==> src/design/pwr_cfg_pkg.sv <==
// Constants shared by the clock and power-good configuration bank
package pwr_cfg_pkg;

	// ****************************************************************
	// Register offsets on the serial host register port
	// ****************************************************************
	localparam logic [7:0] OFFSET_DEVICE_CONFIGURATION = 8'h13;
	localparam logic [7:0] OFFSET_CLOCK_SOURCE_CONTROL = 8'h14;
	localparam logic [7:0] OFFSET_POWER_GOOD_SETUP_ONE = 8'h15;
	localparam logic [7:0] OFFSET_POWER_GOOD_SETUP_TWO = 8'h16;

	// ****************************************************************
	// Writable bit masks; reserved bits are held at zero
	// ****************************************************************
	localparam logic [7:0] MASK_DEVICE_CONFIGURATION = 8'h7F;
	localparam logic [7:0] MASK_CLOCK_SOURCE_CONTROL = 8'h5F;
	localparam logic [7:0] MASK_POWER_GOOD_SETUP_ONE = 8'hFF;
	localparam logic [7:0] MASK_POWER_GOOD_SETUP_TWO = 8'h07;

	// ****************************************************************
	// Reset values
	// ****************************************************************
	localparam logic [7:0] RESET_DEVICE_CONFIGURATION = 8'h00;
	localparam logic [7:0] RESET_CLOCK_SOURCE_CONTROL = 8'h00;
	localparam logic [7:0] RESET_POWER_GOOD_SETUP_ONE = 8'h00;
	localparam logic [7:0] RESET_POWER_GOOD_SETUP_TWO = 8'h00;

	// ****************************************************************
	// Field positions: device_configuration
	// ****************************************************************
	localparam int BIT_STARTUP_RANGE     = 6;
	localparam int BIT_SHUTDOWN_RANGE    = 5;
	localparam int BIT_CLOCK_PIN_FUNC    = 4;
	localparam int BIT_CLOCK_PIN_PULL    = 3;
	localparam int BIT_ENABLE_PIN_PULL   = 2;
	localparam int BIT_THERMAL_THRESHOLD = 1;
	localparam int BIT_SPREAD_ON         = 0;

	// ****************************************************************
	// Field positions: clock_source_control
	// ****************************************************************
	localparam int BIT_PLL_ENABLE        = 6;
	localparam int BIT_RESERVED_ZERO     = 5;
	localparam int RATE_CODE_MSB         = 4;
	localparam logic [4:0] RATE_CODE_MAX = 5'h17;

	// ****************************************************************
	// Field positions: power-good setup registers
	// ****************************************************************
	localparam int BIT_PG_POLARITY       = 7;
	localparam int BIT_PG_DRIVE          = 6;
	localparam int BIT_LINEAR_WINDOW     = 5;
	localparam int BIT_SWITCHER_WINDOW   = 4;
	localparam int MONITOR_MSB           = 3;
	localparam int BIT_THERMAL_GATES     = 2;
	localparam int BIT_FAULT_GATES       = 1;
	localparam int BIT_PG_MODE           = 0;

	// Rails: 0 switcher a, 1 switcher b, 2 linear a, 3 linear b
	localparam int RAIL_COUNT            = 4;
	localparam int FIRST_LINEAR_RAIL     = 2;

	// ****************************************************************
	// Delay step timing
	// ****************************************************************
	localparam int CLOCK_PERIOD_PS       = 5000;
	localparam int STEP_FINE_US          = 500;
	localparam int STEP_COARSE_US        = 1000;
	localparam int STEP_FINE_CYCLES      =
		(STEP_FINE_US * 1000000) / CLOCK_PERIOD_PS;
	localparam int STEP_COARSE_CYCLES    =
		(STEP_COARSE_US * 1000000) / CLOCK_PERIOD_PS;
	localparam int STEP_COUNT_WIDTH      = 18;

endpackage

==> src/design/pg_eval_if.sv <==
// Carrier between the register bank and the power-good evaluator
`timescale 1ns/1ps
interface pg_eval_if;
	import pwr_cfg_pkg::*;

	logic [RAIL_COUNT-1:0] monitor_enable;     // Rails included
	logic                  linear_window;      // Linear rails OV too
	logic                  switcher_window;    // Switcher rails OV too
	logic                  thermal_gates;      // Thermal warning gating
	logic                  fault_gates;        // Follow latched faults
	logic                  continuous_mode;    // 1 continuous, 0 gated
	logic [RAIL_COUNT-1:0] rail_undervolt;     // Live undervoltage
	logic [RAIL_COUNT-1:0] rail_overvolt;      // Live overvoltage
	logic [RAIL_COUNT-1:0] fault_latched;      // Latched per-rail faults
	logic                  thermal_warning;    // Thermal warning flag
	logic                  device_active;      // Device in active state
	logic                  rails_valid;        // Evaluated result

	modport bank
	(
		output monitor_enable, linear_window, switcher_window,
		output thermal_gates, fault_gates, continuous_mode,
		output rail_undervolt, rail_overvolt, fault_latched,
		output thermal_warning, device_active,
		input  rails_valid
	);

	modport evaluator
	(
		input  monitor_enable, linear_window, switcher_window,
		input  thermal_gates, fault_gates, continuous_mode,
		input  rail_undervolt, rail_overvolt, fault_latched,
		input  thermal_warning, device_active,
		output rails_valid
	);

endinterface

==> src/design/pg_evaluator.sv <==
// Combines monitored rail status into one power-good verdict
`timescale 1ns/1ps
module pg_evaluator
(
	pg_eval_if.evaluator eval
);
	import pwr_cfg_pkg::*;

	// ****************************************************************
	// Per-rail window check
	// ****************************************************************
	logic [RAIL_COUNT-1:0] rail_ok;    // Rail within its thresholds
	logic [RAIL_COUNT-1:0] rail_pass;  // Rail ok or not monitored
	logic                  live_ok;    // All monitored rails ok
	logic                  latched_ok; // No monitored latched fault

	genvar r;
	generate
		for (r = 0; r < RAIL_COUNT; r++)
		begin : g_rail
			logic window_on; // Overvoltage also checked
			// Linear rails and switchers have separate window bits
			assign window_on = (r >= FIRST_LINEAR_RAIL) ?
				eval.linear_window : eval.switcher_window;
			assign rail_ok[r] = !eval.rail_undervolt[r] &&
				!(window_on && eval.rail_overvolt[r]);
			// Unmonitored rails never pull the verdict down
			assign rail_pass[r] = rail_ok[r] ||
				!eval.monitor_enable[r];
		end
	endgenerate

	// AND of every enabled source
	assign live_ok = &rail_pass;
	assign latched_ok =
		~|(eval.fault_latched & eval.monitor_enable);

	// ****************************************************************
	// Final verdict with gating
	// ****************************************************************
	always_comb
	begin
		// Latched or live source
		eval.rails_valid = eval.fault_gates ? latched_ok : live_ok;
		// Thermal warning forces inactive only when gating is on
		if (eval.thermal_gates && eval.thermal_warning)
		begin
			eval.rails_valid = 1'b0;
		end
		// Gated mode reports only while the device is active
		if (!eval.continuous_mode && !eval.device_active)
		begin
			eval.rails_valid = 1'b0;
		end
	end

endmodule

==> src/design/clock_pg_config_regs.sv <==
// Clock source and power-good configuration register bank
//
// Functional notes
// - Startup range bit picks 0.5 or 1 ms steps
// - Shutdown range bit picks 0.5 or 1 ms steps
// - Clock pin: 0 second output, 1 clock
// - Clock pin pull-down follows its bit, both uses
// - Enable pin pull-down follows its bit
// - Spread switching on when bit is 1
// - PLL bit 0: PLL off, RC only
// - PLL bit 1: PLL runs in standby or active, external clock used when present and the pin is clock
// - External clock appear/disappear raises an event while the PLL bit is 1
// - Rate code plus one gives MHz, max 24
// - Polarity bit: 0 high valid, 1 low valid
// - Drive bit: 0 push-pull, 1 open-drain
// - Linear window bit adds overvoltage monitoring
// - Switcher window bit adds overvoltage monitoring
// - Four bits include each rail in monitoring
// - Thermal gating forces power good inactive
// - Fault gating follows latched per-rail faults
// - Mode bit: 0 gated, 1 continuous
`timescale 1ns/1ps
module clock_pg_config_regs
#(
	parameter int FINE_STEP_CYCLES   = pwr_cfg_pkg::STEP_FINE_CYCLES,
	parameter int COARSE_STEP_CYCLES = pwr_cfg_pkg::STEP_COARSE_CYCLES
)
(
	input  wire logic                  clock_in,
	input  wire logic                  rst_n_in,
	// Register port from the serial host interface
	input  wire logic [7:0]            reg_addr_in,
	input  wire logic                  reg_write_in,
	input  wire logic [7:0]            reg_wdata_in,
	output logic      [7:0]            reg_rdata_out,
	output logic                       reg_hit_out,
	// Device state
	input  wire logic                  device_standby_in,
	input  wire logic                  device_active_in,
	// Clock inputs
	input  wire logic                  external_clock_present_in,
	// Rail status
	input  wire logic [pwr_cfg_pkg::RAIL_COUNT-1:0] rail_undervolt_in,
	input  wire logic [pwr_cfg_pkg::RAIL_COUNT-1:0] rail_overvolt_in,
	input  wire logic [pwr_cfg_pkg::RAIL_COUNT-1:0] fault_latched_in,
	input  wire logic                  thermal_warning_in,
	// Delay step enables
	output logic                       startup_step_tick_out,
	output logic                       shutdown_step_tick_out,
	// Clock pin and clock source control
	output logic                       clock_pin_is_clock_out,
	output logic                       clock_pin_pulldown_out,
	output logic                       enable_pin_pulldown_out,
	output logic                       thermal_warning_threshold_out,
	output logic                       spread_switching_on_out,
	output logic                       pll_run_out,
	output logic                       use_external_clock_out,
	output logic                       clock_change_event_out,
	output logic [4:0]                 external_clock_rate_code_out,
	output logic [4:0]                 external_clock_mhz_out,
	output logic                       rate_code_reserved_out,
	// Power-good pin value and its drive enable
	output logic                       power_good_output_out,
	output logic                       power_good_output_oe_n_out
);
	import pwr_cfg_pkg::*;

	// ****************************************************************
	// Decoding helper
	// ****************************************************************

	// True when the port address selects the given register
	function automatic logic reg_sel(input logic [7:0] addr,
		input logic [7:0] offset);
		reg_sel = (addr == offset);
	endfunction

	// ****************************************************************
	// Registers
	// ****************************************************************
	logic [7:0] device_configuration; // Pins, ranges, spread
	logic [7:0] clock_source_control; // PLL and rate code
	logic [7:0] power_good_setup_one; // Polarity, drive, sources
	logic [7:0] power_good_setup_two; // Gating and mode

	// Register writes; reserved bits are masked to zero so that a
	// careless write to bit 5 of the clock register cannot stick
	always_ff @(posedge clock_in)
	begin
		if (!rst_n_in)
		begin
			device_configuration <= RESET_DEVICE_CONFIGURATION;
			clock_source_control <= RESET_CLOCK_SOURCE_CONTROL;
			power_good_setup_one <= RESET_POWER_GOOD_SETUP_ONE;
			power_good_setup_two <= RESET_POWER_GOOD_SETUP_TWO;
		end
		else if (reg_write_in)
		begin
			if (reg_sel(reg_addr_in, OFFSET_DEVICE_CONFIGURATION))
			begin
				device_configuration <=
					reg_wdata_in & MASK_DEVICE_CONFIGURATION;
			end
			if (reg_sel(reg_addr_in, OFFSET_CLOCK_SOURCE_CONTROL))
			begin
				// Bit 5 is expected as zero and kept at zero
				clock_source_control <=
					reg_wdata_in & MASK_CLOCK_SOURCE_CONTROL;
			end
			if (reg_sel(reg_addr_in, OFFSET_POWER_GOOD_SETUP_ONE))
			begin
				power_good_setup_one <=
					reg_wdata_in & MASK_POWER_GOOD_SETUP_ONE;
			end
			if (reg_sel(reg_addr_in, OFFSET_POWER_GOOD_SETUP_TWO))
			begin
				power_good_setup_two <=
					reg_wdata_in & MASK_POWER_GOOD_SETUP_TWO;
			end
		end
	end

	// ****************************************************************
	// Read path
	// ****************************************************************
	logic [7:0] next_rdata; // Selected read value
	logic       next_hit;   // Address maps to this bank

	// Unmapped offsets read zero and report no hit
	always_comb
	begin
		next_rdata = 8'h00;
		next_hit   = 1'b1;
		if (reg_sel(reg_addr_in, OFFSET_DEVICE_CONFIGURATION))
		begin
			next_rdata = device_configuration;
		end
		else if (reg_sel(reg_addr_in, OFFSET_CLOCK_SOURCE_CONTROL))
		begin
			next_rdata = clock_source_control;
		end
		else if (reg_sel(reg_addr_in, OFFSET_POWER_GOOD_SETUP_ONE))
		begin
			next_rdata = power_good_setup_one;
		end
		else if (reg_sel(reg_addr_in, OFFSET_POWER_GOOD_SETUP_TWO))
		begin
			next_rdata = power_good_setup_two;
		end
		else
		begin
			next_hit = 1'b0;
		end
	end

	// Read data is registered, one cycle after the address
	always_ff @(posedge clock_in)
	begin
		if (!rst_n_in)
		begin
			reg_rdata_out <= 8'h00;
			reg_hit_out   <= 1'b0;
		end
		else
		begin
			reg_rdata_out <= next_rdata;
			reg_hit_out   <= next_hit;
		end
	end

	// ****************************************************************
	// Delay step dividers
	// ****************************************************************
	localparam logic [STEP_COUNT_WIDTH-1:0] FINE_LAST =
		STEP_COUNT_WIDTH'(FINE_STEP_CYCLES - 1);
	localparam logic [STEP_COUNT_WIDTH-1:0] COARSE_LAST =
		STEP_COUNT_WIDTH'(COARSE_STEP_CYCLES - 1);

	logic [1:0] range_coarse; // 0 startup, 1 shutdown
	logic [1:0] step_tick;    // One-cycle step enables

	assign range_coarse[0] = device_configuration[BIT_STARTUP_RANGE];
	assign range_coarse[1] = device_configuration[BIT_SHUTDOWN_RANGE];

	genvar d;
	generate
		for (d = 0; d < 2; d++)
		begin : g_step
			logic [STEP_COUNT_WIDTH-1:0] count; // Cycles in step
			logic [STEP_COUNT_WIDTH-1:0] last;  // Final count
			logic                        tick;  // This divider's pulse
			// Range bit scales each delay code step
			assign last = range_coarse[d] ? COARSE_LAST : FINE_LAST;
			// Own flop per divider, so no vector has two writers
			assign step_tick[d] = tick;
			// Counter wraps at the step length; a range change
			// mid-step is clamped so no step is ever stretched
			always_ff @(posedge clock_in)
			begin
				if (!rst_n_in)
				begin
					count <= '0;
					tick  <= 1'b0;
				end
				else if (count >= last)
				begin
					count <= '0;
					tick  <= 1'b1;
				end
				else
				begin
					count <= count + 1'b1;
					tick  <= 1'b0;
				end
			end
		end
	endgenerate

	assign startup_step_tick_out  = step_tick[0];
	assign shutdown_step_tick_out = step_tick[1];

	// ****************************************************************
	// Pin and clock source control
	// ****************************************************************
	logic pll_on;        // PLL enable bit
	logic present_seen;  // Last sampled clock presence
	logic clock_usable;  // External clock may be used

	assign pll_on = clock_source_control[BIT_PLL_ENABLE];
	// Clock is only usable when the pin serves as clock input
	assign clock_usable = pll_on && external_clock_present_in &&
		device_configuration[BIT_CLOCK_PIN_FUNC];

	// Static controls straight from the registers
	always_ff @(posedge clock_in)
	begin
		if (!rst_n_in)
		begin
			clock_pin_is_clock_out        <= 1'b0;
			clock_pin_pulldown_out        <= 1'b0;
			enable_pin_pulldown_out       <= 1'b0;
			thermal_warning_threshold_out <= 1'b0;
			spread_switching_on_out       <= 1'b0;
			external_clock_rate_code_out  <= 5'h00;
			external_clock_mhz_out        <= 5'h01;
			rate_code_reserved_out        <= 1'b0;
		end
		else
		begin
			clock_pin_is_clock_out  <=
				device_configuration[BIT_CLOCK_PIN_FUNC];
			// Pull-down applies in either pin use
			clock_pin_pulldown_out  <=
				device_configuration[BIT_CLOCK_PIN_PULL];
			enable_pin_pulldown_out <=
				device_configuration[BIT_ENABLE_PIN_PULL];
			thermal_warning_threshold_out <=
				device_configuration[BIT_THERMAL_THRESHOLD];
			spread_switching_on_out <=
				device_configuration[BIT_SPREAD_ON];
			external_clock_rate_code_out <=
				clock_source_control[RATE_CODE_MSB:0];
			// Code plus one in MHz; wraps only for reserved codes
			external_clock_mhz_out <=
				clock_source_control[RATE_CODE_MSB:0] + 5'h01;
			// Flag reserved codes rather than guess a rate
			rate_code_reserved_out <=
				clock_source_control[RATE_CODE_MSB:0] >
				RATE_CODE_MAX;
		end
	end

	// PLL and clock selection follow the enable bit and state
	always_ff @(posedge clock_in)
	begin
		if (!rst_n_in)
		begin
			pll_run_out            <= 1'b0;
			use_external_clock_out <= 1'b0;
		end
		else
		begin
			// Bit clear: PLL off, RC only, external clock ignored
			pll_run_out <= pll_on &&
				(device_standby_in || device_active_in);
			use_external_clock_out <= clock_usable;
		end
	end

	// Presence edges become a one-cycle event, only with PLL on
	always_ff @(posedge clock_in)
	begin
		if (!rst_n_in)
		begin
			present_seen           <= 1'b0;
			clock_change_event_out <= 1'b0;
		end
		else
		begin
			present_seen           <= external_clock_present_in;
			clock_change_event_out <= pll_on &&
				(present_seen != external_clock_present_in);
		end
	end

	// ****************************************************************
	// Power-good evaluation and pin drive
	// ****************************************************************
	pg_eval_if eval_bus ();

	assign eval_bus.monitor_enable  =
		power_good_setup_one[MONITOR_MSB:0];
	assign eval_bus.linear_window   =
		power_good_setup_one[BIT_LINEAR_WINDOW];
	assign eval_bus.switcher_window =
		power_good_setup_one[BIT_SWITCHER_WINDOW];
	assign eval_bus.thermal_gates   =
		power_good_setup_two[BIT_THERMAL_GATES];
	assign eval_bus.fault_gates     =
		power_good_setup_two[BIT_FAULT_GATES];
	assign eval_bus.continuous_mode =
		power_good_setup_two[BIT_PG_MODE];
	assign eval_bus.rail_undervolt  = rail_undervolt_in;
	assign eval_bus.rail_overvolt   = rail_overvolt_in;
	assign eval_bus.fault_latched   = fault_latched_in;
	assign eval_bus.thermal_warning = thermal_warning_in;
	assign eval_bus.device_active   = device_active_in;

	pg_evaluator u_pg_evaluator
	(
		.eval (eval_bus.evaluator)
	);

	logic pg_level; // Pin level after polarity

	// Polarity picks which level means valid
	assign pg_level = eval_bus.rails_valid ^
		power_good_setup_one[BIT_PG_POLARITY];

	// Push-pull drives both levels; open-drain only pulls low,
	// releasing the pin when the level should read high
	always_ff @(posedge clock_in)
	begin
		if (!rst_n_in)
		begin
			power_good_output_out      <= 1'b0;
			power_good_output_oe_n_out <= 1'b1;
		end
		else if (power_good_setup_one[BIT_PG_DRIVE])
		begin
			power_good_output_out      <= 1'b0;
			power_good_output_oe_n_out <= pg_level;
		end
		else
		begin
			power_good_output_out      <= pg_level;
			power_good_output_oe_n_out <= 1'b0;
		end
	end

endmodule

==> config.mk <==
export PLATFORM = sky130hd
export DESIGN_NAME = clock_pg_config_regs
export DESIGN_NICKNAME = d
export VERILOG_FILES = /design/src/design/pwr_cfg_pkg.sv /design/src/design/pg_eval_if.sv /design/src/design/pg_evaluator.sv /design/src/design/clock_pg_config_regs.sv
export SDC_FILE = /design/constraint.sdc
export NUM_CORES = 1
export LEC_CHECK = 0
export ABC_AREA = 1
export BUFFER_PORTS_ARGS = -buffer_cell sky130_fd_sc_hd__buf_2
export CAP_MARGIN = 20
export CORE_ASPECT_RATIO = 0.5
export CORE_UTILIZATION = 62
export CTS_BUF_LIST = sky130_fd_sc_hd__clkbuf_4 sky130_fd_sc_hd__clkbuf_8
export DETAILED_ROUTE_END_ITERATION = 10
export PLACE_DENSITY = 0.89
export SLEW_MARGIN = 5
export SYNTH_ARGS = -nofsm -noshare
export SYNTH_HDL_FRONTEND = slang
export SYNTH_SLANG_ARGS = --single-unit
==> constraint.sdc <==
create_clock -name clock_in -period 4.86 [get_ports clock_in]
set_input_delay 0.243 -clock clock_in [delete_from_list [all_inputs] [get_ports clock_in]]
set_output_delay 0.243 -clock clock_in [all_outputs]
set_load 0.01 [all_outputs]
==> results.toml, run 1 <==
[outcome]
outcome = "complete, no violations"

[cells_and_area]
antenna_cells = 0
fillers = 470
fin_nets = 686
syn2layout_area_growth_pct = 15.5
drive_above_1_share = 0.171
fin_cells = 727

[logic_synthesis]
synth-seq-area-share = 0.440
syn_inst = 569
yosysMostFrequentCell = "nand2_1"
synth.largest_area_cell = "dfxtp_1"
yosysTopAreaCellShare = 0.440
ys_ff_latch = 93
yosysUniqueCellTypes = 32
netlist_top_cells_count = "nand2_1 (112), dfxtp_1 (93), nor2_1 (79)"
synth_area_per_cell_um2 = 7.44
async_flop_share = 0
synth_area_leaders = "dfxtp_1 (44%), nand2_1 (9.9%), nor2_1 (7.0%)"
synth-edff-count = 0
synthFlopType = "dfxtp_1"
synthesis.area_um2 = 4230
yosys_warnings = 0
syn_nets = 621

[cts]
tritoncts = "yes"
cts_buffers = 9
clk_pin_slew_worst_paths_ns = 0.09
cts_max_level = 3
root_buffer = "clkbuf_8"
cts_hold_buf = 0
cts_buffer_depth = 2
cts_sinks = 93
clk_latency_ns = 0.37
cts.repair.resized = 0
postCtsSetupBuffers = 0

[timing]
period_share = 0.427
drv_slew = 0
setup_violations = 0
fmax_mhz = 482
max_slew_margin = 0.548
post-route-min-period_ns = 2.07
worst_slew_pin_slew_ns = 0.678
skew_ns = 0.00685
tns_ns = 0
rsz0062_at_grt = "false"
hold_viol = 0

[route]
vias = 3802
drt_wl_total_um = 9240
drt_iter0_markers = 341
ant_nets = 0
routed_via_density = 5.23
wire_per_inst_um = 12.7
dr.pass1.iters = 5
drc = 0

[grt]
first_global_vias = 3454
grt_start_max_net_pins = 40
grt_pass1_wl_um = 15300
track_usage = 0.275
antenna_found_initial = 0
grt.overflow.total = 0

[worst_setup_path]
cp_cell_sequence = "inv_1 -> ha_1 -> nand4_1 -> nor2_1 -> nor3_2 -> nand4_2 -> nor2_1"
start_kind = "flop"
crit_arrival_ns = 2.36
critical-path-slowest-cell = "dfxtp_1"
cp_num_cells = 7
critical_path.max_stage_delay_ns = 0.48
crit_top_cell = "nor2_1"
critPathRequiredTime_ns = 5.15
worstSetupEndpointType = "flop"
r2r.worst_path.cells = 7
worst-setup-path-type = "flop to flop"
crit_buf_inv = 1
cp_top_family = "simple AND/OR/NAND/NOR gates"
cp_max_fo = 18

[floorplan]
core_region_area_um2 = 6330
fp.dieH_um = 60.4
ios = 67
rows = 20
die_w_um = 119
initial_core_util = 0.668
die-area_um2 = 7180

[place]
dp_hpwl_um = 6800
placed_cells = 711
place.gp.congestion = 0.926
port_buffers = 66

[worst_hold_path]
holdPathStages = 3
hold_path.class = "input pin to flop"

[pwr]
leakage_uw = 0.00215
ir_drop_uv = 221
pwr_density_cell_nw_per_um2 = 307

[job]
drv_cap = 0
area by class of cell:
class	instances	area, µm²	area share
repair buffers	66	330	0.0676
clock inverters	7	146	0.0299
flip-flops and latches	93	1860	0.381
multi-input cells	385	2020	0.413
well taps	88	110	0.0225
inverters	79	297	0.0607
clock buffers	9	124	0.0253
worst min-delay path: stages:
cell and delay (ns):
buf_2 0.08, nor2_1 0.03, nor2_1 0.06
kinds of logic after synthesis:
family / after synthesis / share of synthesized area
xor+xnor: 30 / 0.0621
fa+ha+maj: 17 / 0.0503
simple gates: 267 / 0.279
compound gates: 71 / 0.0855
buf+inv: 91 / 0.0828
flops: 93 / 0.440
registers in the layout, indices dropped and copies added (netlist names):
register and count:
g_step.count 36, power_good_setup_one 8, reg_rdata_out 8, device_configuration 7, clock_source_control 6, external_clock_mhz_out 5, external_clock_rate_code_out 5, power_good_setup_two 3
clock_change_event_out 1, clock_pin_is_clock_out 1, clock_pin_pulldown_out 1, enable_pin_pulldown_out 1, pll_run_out 1, power_good_output_oe_n_out 1, power_good_output_out 1, present_seen 1
rate_code_reserved_out 1, reg_hit_out 1, shutdown_step_tick_out 1, spread_switching_on_out 1, startup_step_tick_out 1, thermal_warning_threshold_out 1, use_external_clock_out 1
power breakdown:
group	total [µW]	leakage (µW)	switching, µW	internal (µW)
combinational	55.7	0.00126	35.0	20.7
sequential	773	0.000751	5.15	768
clock	671	0.000134	275	397
total	1500	0.00215	315	1190
cells in the final DEF (no fill, tap or decap), types with 9 or more instances in the layout:
cell | Yosys | layout
inv_2 | 9 | 9
o21ai_1 | 10 | 10
inv_1 | 69 | 69
clkbuf_8 | 0 | 9
dfxtp_1 | 93 | 93
nor2_1 | 79 | 79
xor2_1 | 22 | 22
buf_2 | 4 | 66
nor3_1 | 13 | 13
o21ai_0 | 16 | 16
nand3_1 | 28 | 28
nand4_1 | 12 | 12
a21oi_1 | 42 | 42
ha_1 | 17 | 17
nand2_1 | 112 | 112
worst paths after layout:
check | startpoint | end | slack [ns]
max reg2reg | device_configuration[5] | g_step[1].count[17] | 2.79
max | device_configuration[5] | g_step[1].count[17] | 2.79
min | device_standby_in | pll_run_out | 0.08
min reg2reg | clock_source_control[3] | external_clock_rate_code_out[3] | 0.45
stage by stage:
step	area [µm²]	utilization	power, µW	hold WS [ns]	worst slack [ns]
2_1_floorplan	4230	-	820	0.336	3.17
3_3_place_gp	4620	0.729	844	0.425	2.95
3_5_place_dp	4620	0.729	846	0.436	2.81
4_1_cts	4890	0.772	1510	0.0728	2.79
5_1_grt	4890	0.772	1550	0.0634	2.54
6_report	4890	0.772	1500	0.0801	2.79
layer usage:
metal / global-route usage / up-vias / wire (µm)
met1: 0.327 / 1720 / 4140
met4: 0.105 / 0 / 234
met2: 0.483 / 116 / 4370
met5: 0 / - / 0
met3: 0.0865 / 32 / 489
li1: - / 1934 / -
No activity file was read; power rests on OpenSTA's default activity.
==> run 2: changes to the inputs <==
--- a/config.mk
+++ b/config.mk
@@ -9,10 +9,10 @@
 export BUFFER_PORTS_ARGS = -buffer_cell sky130_fd_sc_hd__buf_2
 export CAP_MARGIN = 20
 export CORE_ASPECT_RATIO = 0.5
-export CORE_UTILIZATION = 62
+export CORE_UTILIZATION = 53
 export CTS_BUF_LIST = sky130_fd_sc_hd__clkbuf_4 sky130_fd_sc_hd__clkbuf_8
 export DETAILED_ROUTE_END_ITERATION = 10
-export PLACE_DENSITY = 0.89
+export PLACE_DENSITY = 0.81
 export SLEW_MARGIN = 5
 export SYNTH_ARGS = -nofsm -noshare
 export SYNTH_HDL_FRONTEND = slang
==> constraint.sdc (replaced) <==
create_clock -name clock_in -period 1.7 [get_ports clock_in]
set_input_delay 0.085 -clock clock_in [delete_from_list [all_inputs] [get_ports clock_in]]
set_output_delay 0.085 -clock clock_in [all_outputs]
set_load 0.01 [all_outputs]
==> results.toml, run 2 (synthesis gave the netlist of run 1 again) <==
[cells_and_area]
final_common_cell = "nand2_1"
fin_cells = 785
reg_top3 = "g_step.count: 36 flops, power_good_setup_one: 8 flops, reg_rdata_out: 8 flops"
largest-register = "g_step.count"
mostFrequentLayoutCells = "nand2_1 (110), dfxtp_1 (91), inv_1 (66), buf_2 (66), nor2_1 (49)"
drive_above_1_share = 0.292
seq_area_um2 = 1870
largest_register_ffs = 36
multi_input_area_um2 = 2370
fin_nets = 724
antenna_cells = 0
fillers = 551
syn2layout_area_growth_pct = 33.4
fin_area_um2 = 5650

[pwr]
switching_share = 0.230
pwr_density_cell_nw_per_um2 = 726
combinationalPowerShare = 0.062
leakage_uw = 0.00236
ir_drop_uv = 445
seqPwrFrac = 0.539
power_switching_uw = 943
power_frac_clock = 0.399
p_int_uw = 3160

[worst_setup_path]
critPathRequiredTime_ns = 2.00
crit_arrival_ns = 2.11
r2r_end = "g_step[0].count[2]"
crit_path_start = "device_configuration[6]"
start_kind = "flop"
worstReg2RegStart = "device_configuration[6]"
worstSetupEndpointType = "flop"
worst-setup-path-type = "flop to flop"
cp_max_fo = 4
rrSetupSlack_ns = -0.11
r2r.worst_path.cells = 10

[place]
place_ws_ns = -0.0510
dpl_cell_area_um2 = 4800
dp_hpwl_um = 7080
port_buffers = 66
place.gp.congestion = 0.964
placed_cells = 748

[outcome]
violations = "negative setup slack"
outcome = "finished with violations"

[timing]
skew_ns = 0.0126
setup_violations = 36
post-route-min-period_ns = 1.81
hold_viol = 0
fmax_mhz = 553
period_share = 1.06
fin_ws_ns = -0.109
rsz0062_at_grt = "true"
worst_slew_pin_slew_ns = 0.425
max_slew_margin = 0.717
drv_slew = 0

[route]
drt_wl_total_um = 11600
drt_iter0_markers = 383
dr.pass1.iters = 5
ant_nets = 0
routed_via_density = 5.28
wire_per_inst_um = 14.8
vias = 4142
drc = 0

[cts]
root_buffer = "clkbuf_8"
clk_pin_slew_worst_paths_ns = 0.09
tritoncts = "yes"
cts_buffer_depth = 2
cts_max_level = 3
cts_buffers = 9
cts_sinks = 93
clk_latency_ns = 0.37

[worst_hold_path]
hold_start = "reg_write_in"
hold_path.class = "input pin to flop"
holdPathStages = 3
min_to = "power_good_setup_one[5]"

[grt]
first_global_vias = 3626
track_usage = 0.248
antenna_found_initial = 0
grt_start_max_net_pins = 20
grt_pass1_wl_um = 15900
grt.overflow.total = 0

[floorplan]
die_w_um = 128
rows = 22
ios = 67
initial_core_util = 0.563
fp.dieH_um = 65.2
die-area_um2 = 8370
core_region_area_um2 = 7510

[job]
drv_cap = 0
==> run 2: cell count changes in the layout (fill, tap and decap cells not counted), sizes merged <==
cell         before  now
buf              66   89
dlygate4sd3       0   11
clkbuf            9   14
bufinv            4    2
clkinv            3    5
inv              79   78
==> run 2: metal layers <==
metal  global-route usage  wire length, µm  up-vias
met3               0.0651              751       54
met2                0.426             5790      181
met5                    0                0        -
met1                0.295             4630     1897
met4                0.113              462        0
li1                     -                -     2010
==> run 2: timing repair <==
action,CTS,global route
buffers inserted,1,3
hold buffers,11,0
endpoints found under the hold margin,13,0
endpoints found under the setup margin,25,38
cloned,0,6
resized for setup,3,79
pin swaps,2,19
==> run 2: final cells by class <==
| cell class | count | area share |
|---|---|---|
| multi-input combinational | 385 | 0.420 |
| sequential | 93 | 0.331 |
| timing repair buffer | 104 | 0.133 |
| inverter | 79 | 0.0534 |
| tap | 108 | 0.0239 |
| clock buffer | 10 | 0.0233 |
| clock inverter | 6 | 0.0155 |
==> run 2: worst max path at each step <==
| stage | to | slack [ns] | cells past startpoint |
|---|---|---|---|
| 2_1_floorplan | g_step[0].count[10] | 0.005 | 10 |
| 3_3_place_gp | g_step[0].count[8] | 0.06 | 10 |
| 3_5_place_dp | g_step[0].count[11] | -0.05 | 10 |
| 4_1_cts | g_step[1].count[8] | 0.0005 | 10 |
| 5_1_grt | g_step[1].count[10] | -0.19 | 8 |
| 6_report | g_step[0].count[2] | -0.11 | 10 |
==> run 2: power by group through the flow <==
| stage | logic (µW) | registers, µW | clock network, µW |
|---|---|---|---|
| 2_1_floorplan | 85.3 | 2260 | 0 |
| 3_3_place_gp | 175 | 2260 | 0 |
| 3_5_place_dp | 178 | 2260 | 0 |
| 4_1_cts | 198 | 2210 | 1640 |
| 5_1_grt | 273 | 2210 | 1730 |
| 6_report | 256 | 2210 | 1640 |
==> run 2: critical path: stages (launching register included) <==
cell	delay [ns]
dfxtp_4	0.39
buf_6	0.13
ha_4	0.22
nand2_4	0.07
inv_2	0.03
nand3_2	0.08
nor2_2	0.04
o21ai_2	0.22
nand4_4	0.22
buf_6	0.20
nor2_1	0.14
==> run 2: stage by stage <==
step	utilization	power (µW)	hold slack, ns	TNS (ns)
detailed placement	0.638	2440	0.306	-0.680
CTS	0.684	4050	0.0534	0
finish	0.751	4100	0.0747	-2.00
global placement	0.638	2430	0.296	0
global route	0.751	4210	0.0692	-5.12
floorplan	-	2340	0.178	0
==> run 3: changes to the inputs <==
--- a/config.mk
+++ b/config.mk
@@ -5,14 +5,14 @@
 export SDC_FILE = /design/constraint.sdc
 export NUM_CORES = 1
 export LEC_CHECK = 0
-export ABC_AREA = 1
+export ABC_AREA = 0
 export BUFFER_PORTS_ARGS = -buffer_cell sky130_fd_sc_hd__buf_2
 export CAP_MARGIN = 20
 export CORE_ASPECT_RATIO = 0.5
 export CORE_UTILIZATION = 53
 export CTS_BUF_LIST = sky130_fd_sc_hd__clkbuf_4 sky130_fd_sc_hd__clkbuf_8
 export DETAILED_ROUTE_END_ITERATION = 10
-export PLACE_DENSITY = 0.81
+export PLACE_DENSITY = 0.82
 export SLEW_MARGIN = 5
 export SYNTH_ARGS = -nofsm -noshare
 export SYNTH_HDL_FRONTEND = slang
==> results.toml, run 3 <==
[grt]
grt_pass1_wl_um = 15600
grt.overflow.total = 0
antenna_found_initial = 0
grt_start_max_net_pins = 40
grt_use_met2 = 0.460
top_usage_layer = "met2"
groute.layer.met1.usage = 0.289
track_usage = 0.251
first_global_vias = 3324
met3_usage = 0.0687

[logic_synthesis]
synthFlopType = "dfxtp_1"
yosysMostFrequentCell = "dfxtp_1"
syn_nets = 495
synth_fa_ha_area_frac = 0.0524
synth-edff-count = 0
async_flop_share = 0
synth-seq-area-share = 0.459
synth_area_leaders = "dfxtp_1 (46%), nor2_1 (5.5%), ha_1 (5.2%)"
yosysUniqueCellTypes = 41
syn_inst = 443
netlist_top_cells_count = "dfxtp_1 (93), nor2_1 (60), nand2_1 (47)"
synthesis.area_um2 = 4060
ys_ff_latch = 93
synth_area_per_cell_um2 = 9.16
yosys.area_share.simple = 0.246
synthMuxAreaShare = 0.0413
synth.largest_area_cell = "dfxtp_1"
yosys_warnings = 0
yosysTopAreaCellShare = 0.459
synth_top_family_by_area = "simple AND/OR/NAND/NOR gates"
synth_xor_area_frac = 0.0777
synth_compound_area_frac = 0.0983

[worst_setup_path]
critical-path-slowest-cell = "dfxtp_4"
cp_max_fo = 18
worstSetupEndpointType = "flop"
cp_cell_sequence = "inv_4 -> ha_4 -> nand4bb_1 -> o41ai_2 -> a21oi_2 -> o211ai_2 -> buf_12 -> nor2_1"
crit_buf_inv = 2
critPathRequiredTime_ns = 1.97
critical_path.max_stage_delay_ns = 0.41
start_kind = "flop"
crit_arrival_ns = 2.08
cp_top_family = "compound AO/OA/AOI/OAI gates"
worst-setup-path-type = "flop to flop"

[timing]
tns_ns = -2.72
worst_slew_pin_slew_ns = 0.518
drv_slew = 0
fin_ws_ns = -0.113
hold_viol = 0
setup_violations = 36
rsz0062_at_grt = "true"
fmax_mhz = 551
post-route-min-period_ns = 1.81
skew_ns = 0.00793
max_slew_margin = 0.651
period_share = 1.07
whs_ns = 0.0329

[route]
dr.pass1.iters = 4
drt_wl_total_um = 9480
routed_via_density = 5.27
drt_iter0_markers = 186
ant_nets = 0
drc = 0
vias = 3482
wire_per_inst_um = 14.3

[cells_and_area]
drive_above_1_share = 0.297
final_common_cell = "dfxtp_1"
reg_top3 = "g_step.count: 36 flops, power_good_setup_one: 8 flops, reg_rdata_out: 8 flops"
fin_cells = 661
syn2layout_area_growth_pct = 31.6
fillers = 551
largest_register_ffs = 36
mostFrequentLayoutCells = "dfxtp_1 (89), buf_2 (66), nor2_1 (51)"
antenna_cells = 0
fin_util = 0.724
fin_nets = 612
largest-register = "g_step.count"

[outcome]
outcome = "finished with violations"
violations = "negative setup slack"

[floorplan]
die-area_um2 = 8030
rows = 22
initial_core_util = 0.550
fp.dieH_um = 63.9
ios = 67
core_region_area_um2 = 7380
die_w_um = 126

[place]
place.gp.congestion = 0.847
placed_cells = 627
port_buffers = 66
dp_hpwl_um = 6560

[pwr]
power_frac_clock = 0.400
pwr_density_cell_nw_per_um2 = 757
leakage_uw = 0.00226
switching_share = 0.222
p_int_uw = 3150
ir_drop_uv = 462
seqPwrFrac = 0.545
power_switching_uw = 895
combinationalPowerShare = 0.056

[cts]
cts_buffer_depth = 2
cts_max_level = 3
clk_latency_ns = 0.37
tritoncts = "yes"
cts_sinks = 93
clk_pin_slew_worst_paths_ns = 0.09
root_buffer = "clkbuf_8"
cts_buffers = 9

[job]
drv_cap = 0

[worst_hold_path]
hold_path.class = "input pin to flop"
## run 3: cell count changes in the layout (fill, tap and decap cells not counted), sizes merged, moves of 8 or more
cell    previous run  this run
inv               78         8
mux2i              0        10
nor2b              0        11
nand2            115        47
and2               0        16
xnor2              8        17
a21oi             42         7
buf               89       105
a21boi             0        17
nor2              87        60
nor3              16         8
and3               1        12
o21ai             26         6
## run 3: worst reg2reg max path: stages, from the launching register on
cell	delay [ns]
dfxtp_4	0.41
inv_4	0.06
ha_4	0.25
nand4bb_1	0.14
o41ai_2	0.39
a21oi_2	0.11
o211ai_2	0.11
buf_12	0.18
nor2_1	0.06
## run 3: per-stage QoR
step	power [µW]	setup slack [ns]	instance area (µm²)
after floorplan	2350	-0.0677	4140
after global routing	4200	-0.207	5340
after CTS	4070	-0.0946	5290
after detailed placement	2450	-0.145	4790
after global placement	2440	-0.0576	4790
final	4040	-0.113	5340
## run 3: routing by layer
layer | wire, µm | part of all wire
met1 | 4010 | 0.42
met2 | 4960 | 0.52
met3 | 381 | 0.040
met4 | 129 | 0.014
met5 | 0 | 0
## run 3: cells by family after synthesis
| family | Yosys count |
|---|---|
| AO/OA/AOI/OAI | 54 |
| XOR/XNOR | 36 |
| adder cells (fa/ha/maj) | 17 |
| buffers and inverters | 22 |
| flip-flops | 93 |
| multiplexers | 16 |
| AND/OR/NAND/NOR | 205 |
## run 3: worst paths after layout
check             depth (start not counted)                endpoint  slack (ns)               startpoint
setup / recovery                          8      g_step[0].count[8]       -0.11  device_configuration[6]
hold / removal                            3             reg_hit_out        0.03           reg_addr_in[1]
setup reg to reg                          8      g_step[0].count[8]       -0.11  device_configuration[6]
hold reg to reg                           2  use_external_clock_out        0.47  device_configuration[4]
## run 3: final cells by class
| class | count | area (µm²) | share of cell area |
|---|---|---|---|
| inverter | 8 | 37.5 | 0.00703 |
| multi-input combinational | 331 | 2330 | 0.437 |
| clock buffer | 10 | 131 | 0.0246 |
| timing repair buffer | 117 | 759 | 0.142 |
| clock inverter | 6 | 88.8 | 0.0166 |
| sequential | 93 | 1870 | 0.350 |
| tap | 96 | 120 | 0.0225 |
## run 3: power groups by stage
stage | sequential [µW] | combinational [µW] | clock (µW)
2_1_floorplan | 2260 | 90.1 | 0
3_3_place_gp | 2250 | 185 | 0
3_5_place_dp | 2250 | 190 | 0
4_1_cts | 2200 | 219 | 1650
6_report | 2200 | 225 | 1610
5_1_grt | 2200 | 245 | 1750
## run 3: timing repair
item,4_1_cts,5_1_grt
hold buffers,12,0
endpoints found under the setup margin,37,39
buffers inserted,3,0
endpoints found under the hold margin,17,0
cloned,3,0
pin swaps,11,7
resized for setup,18,15
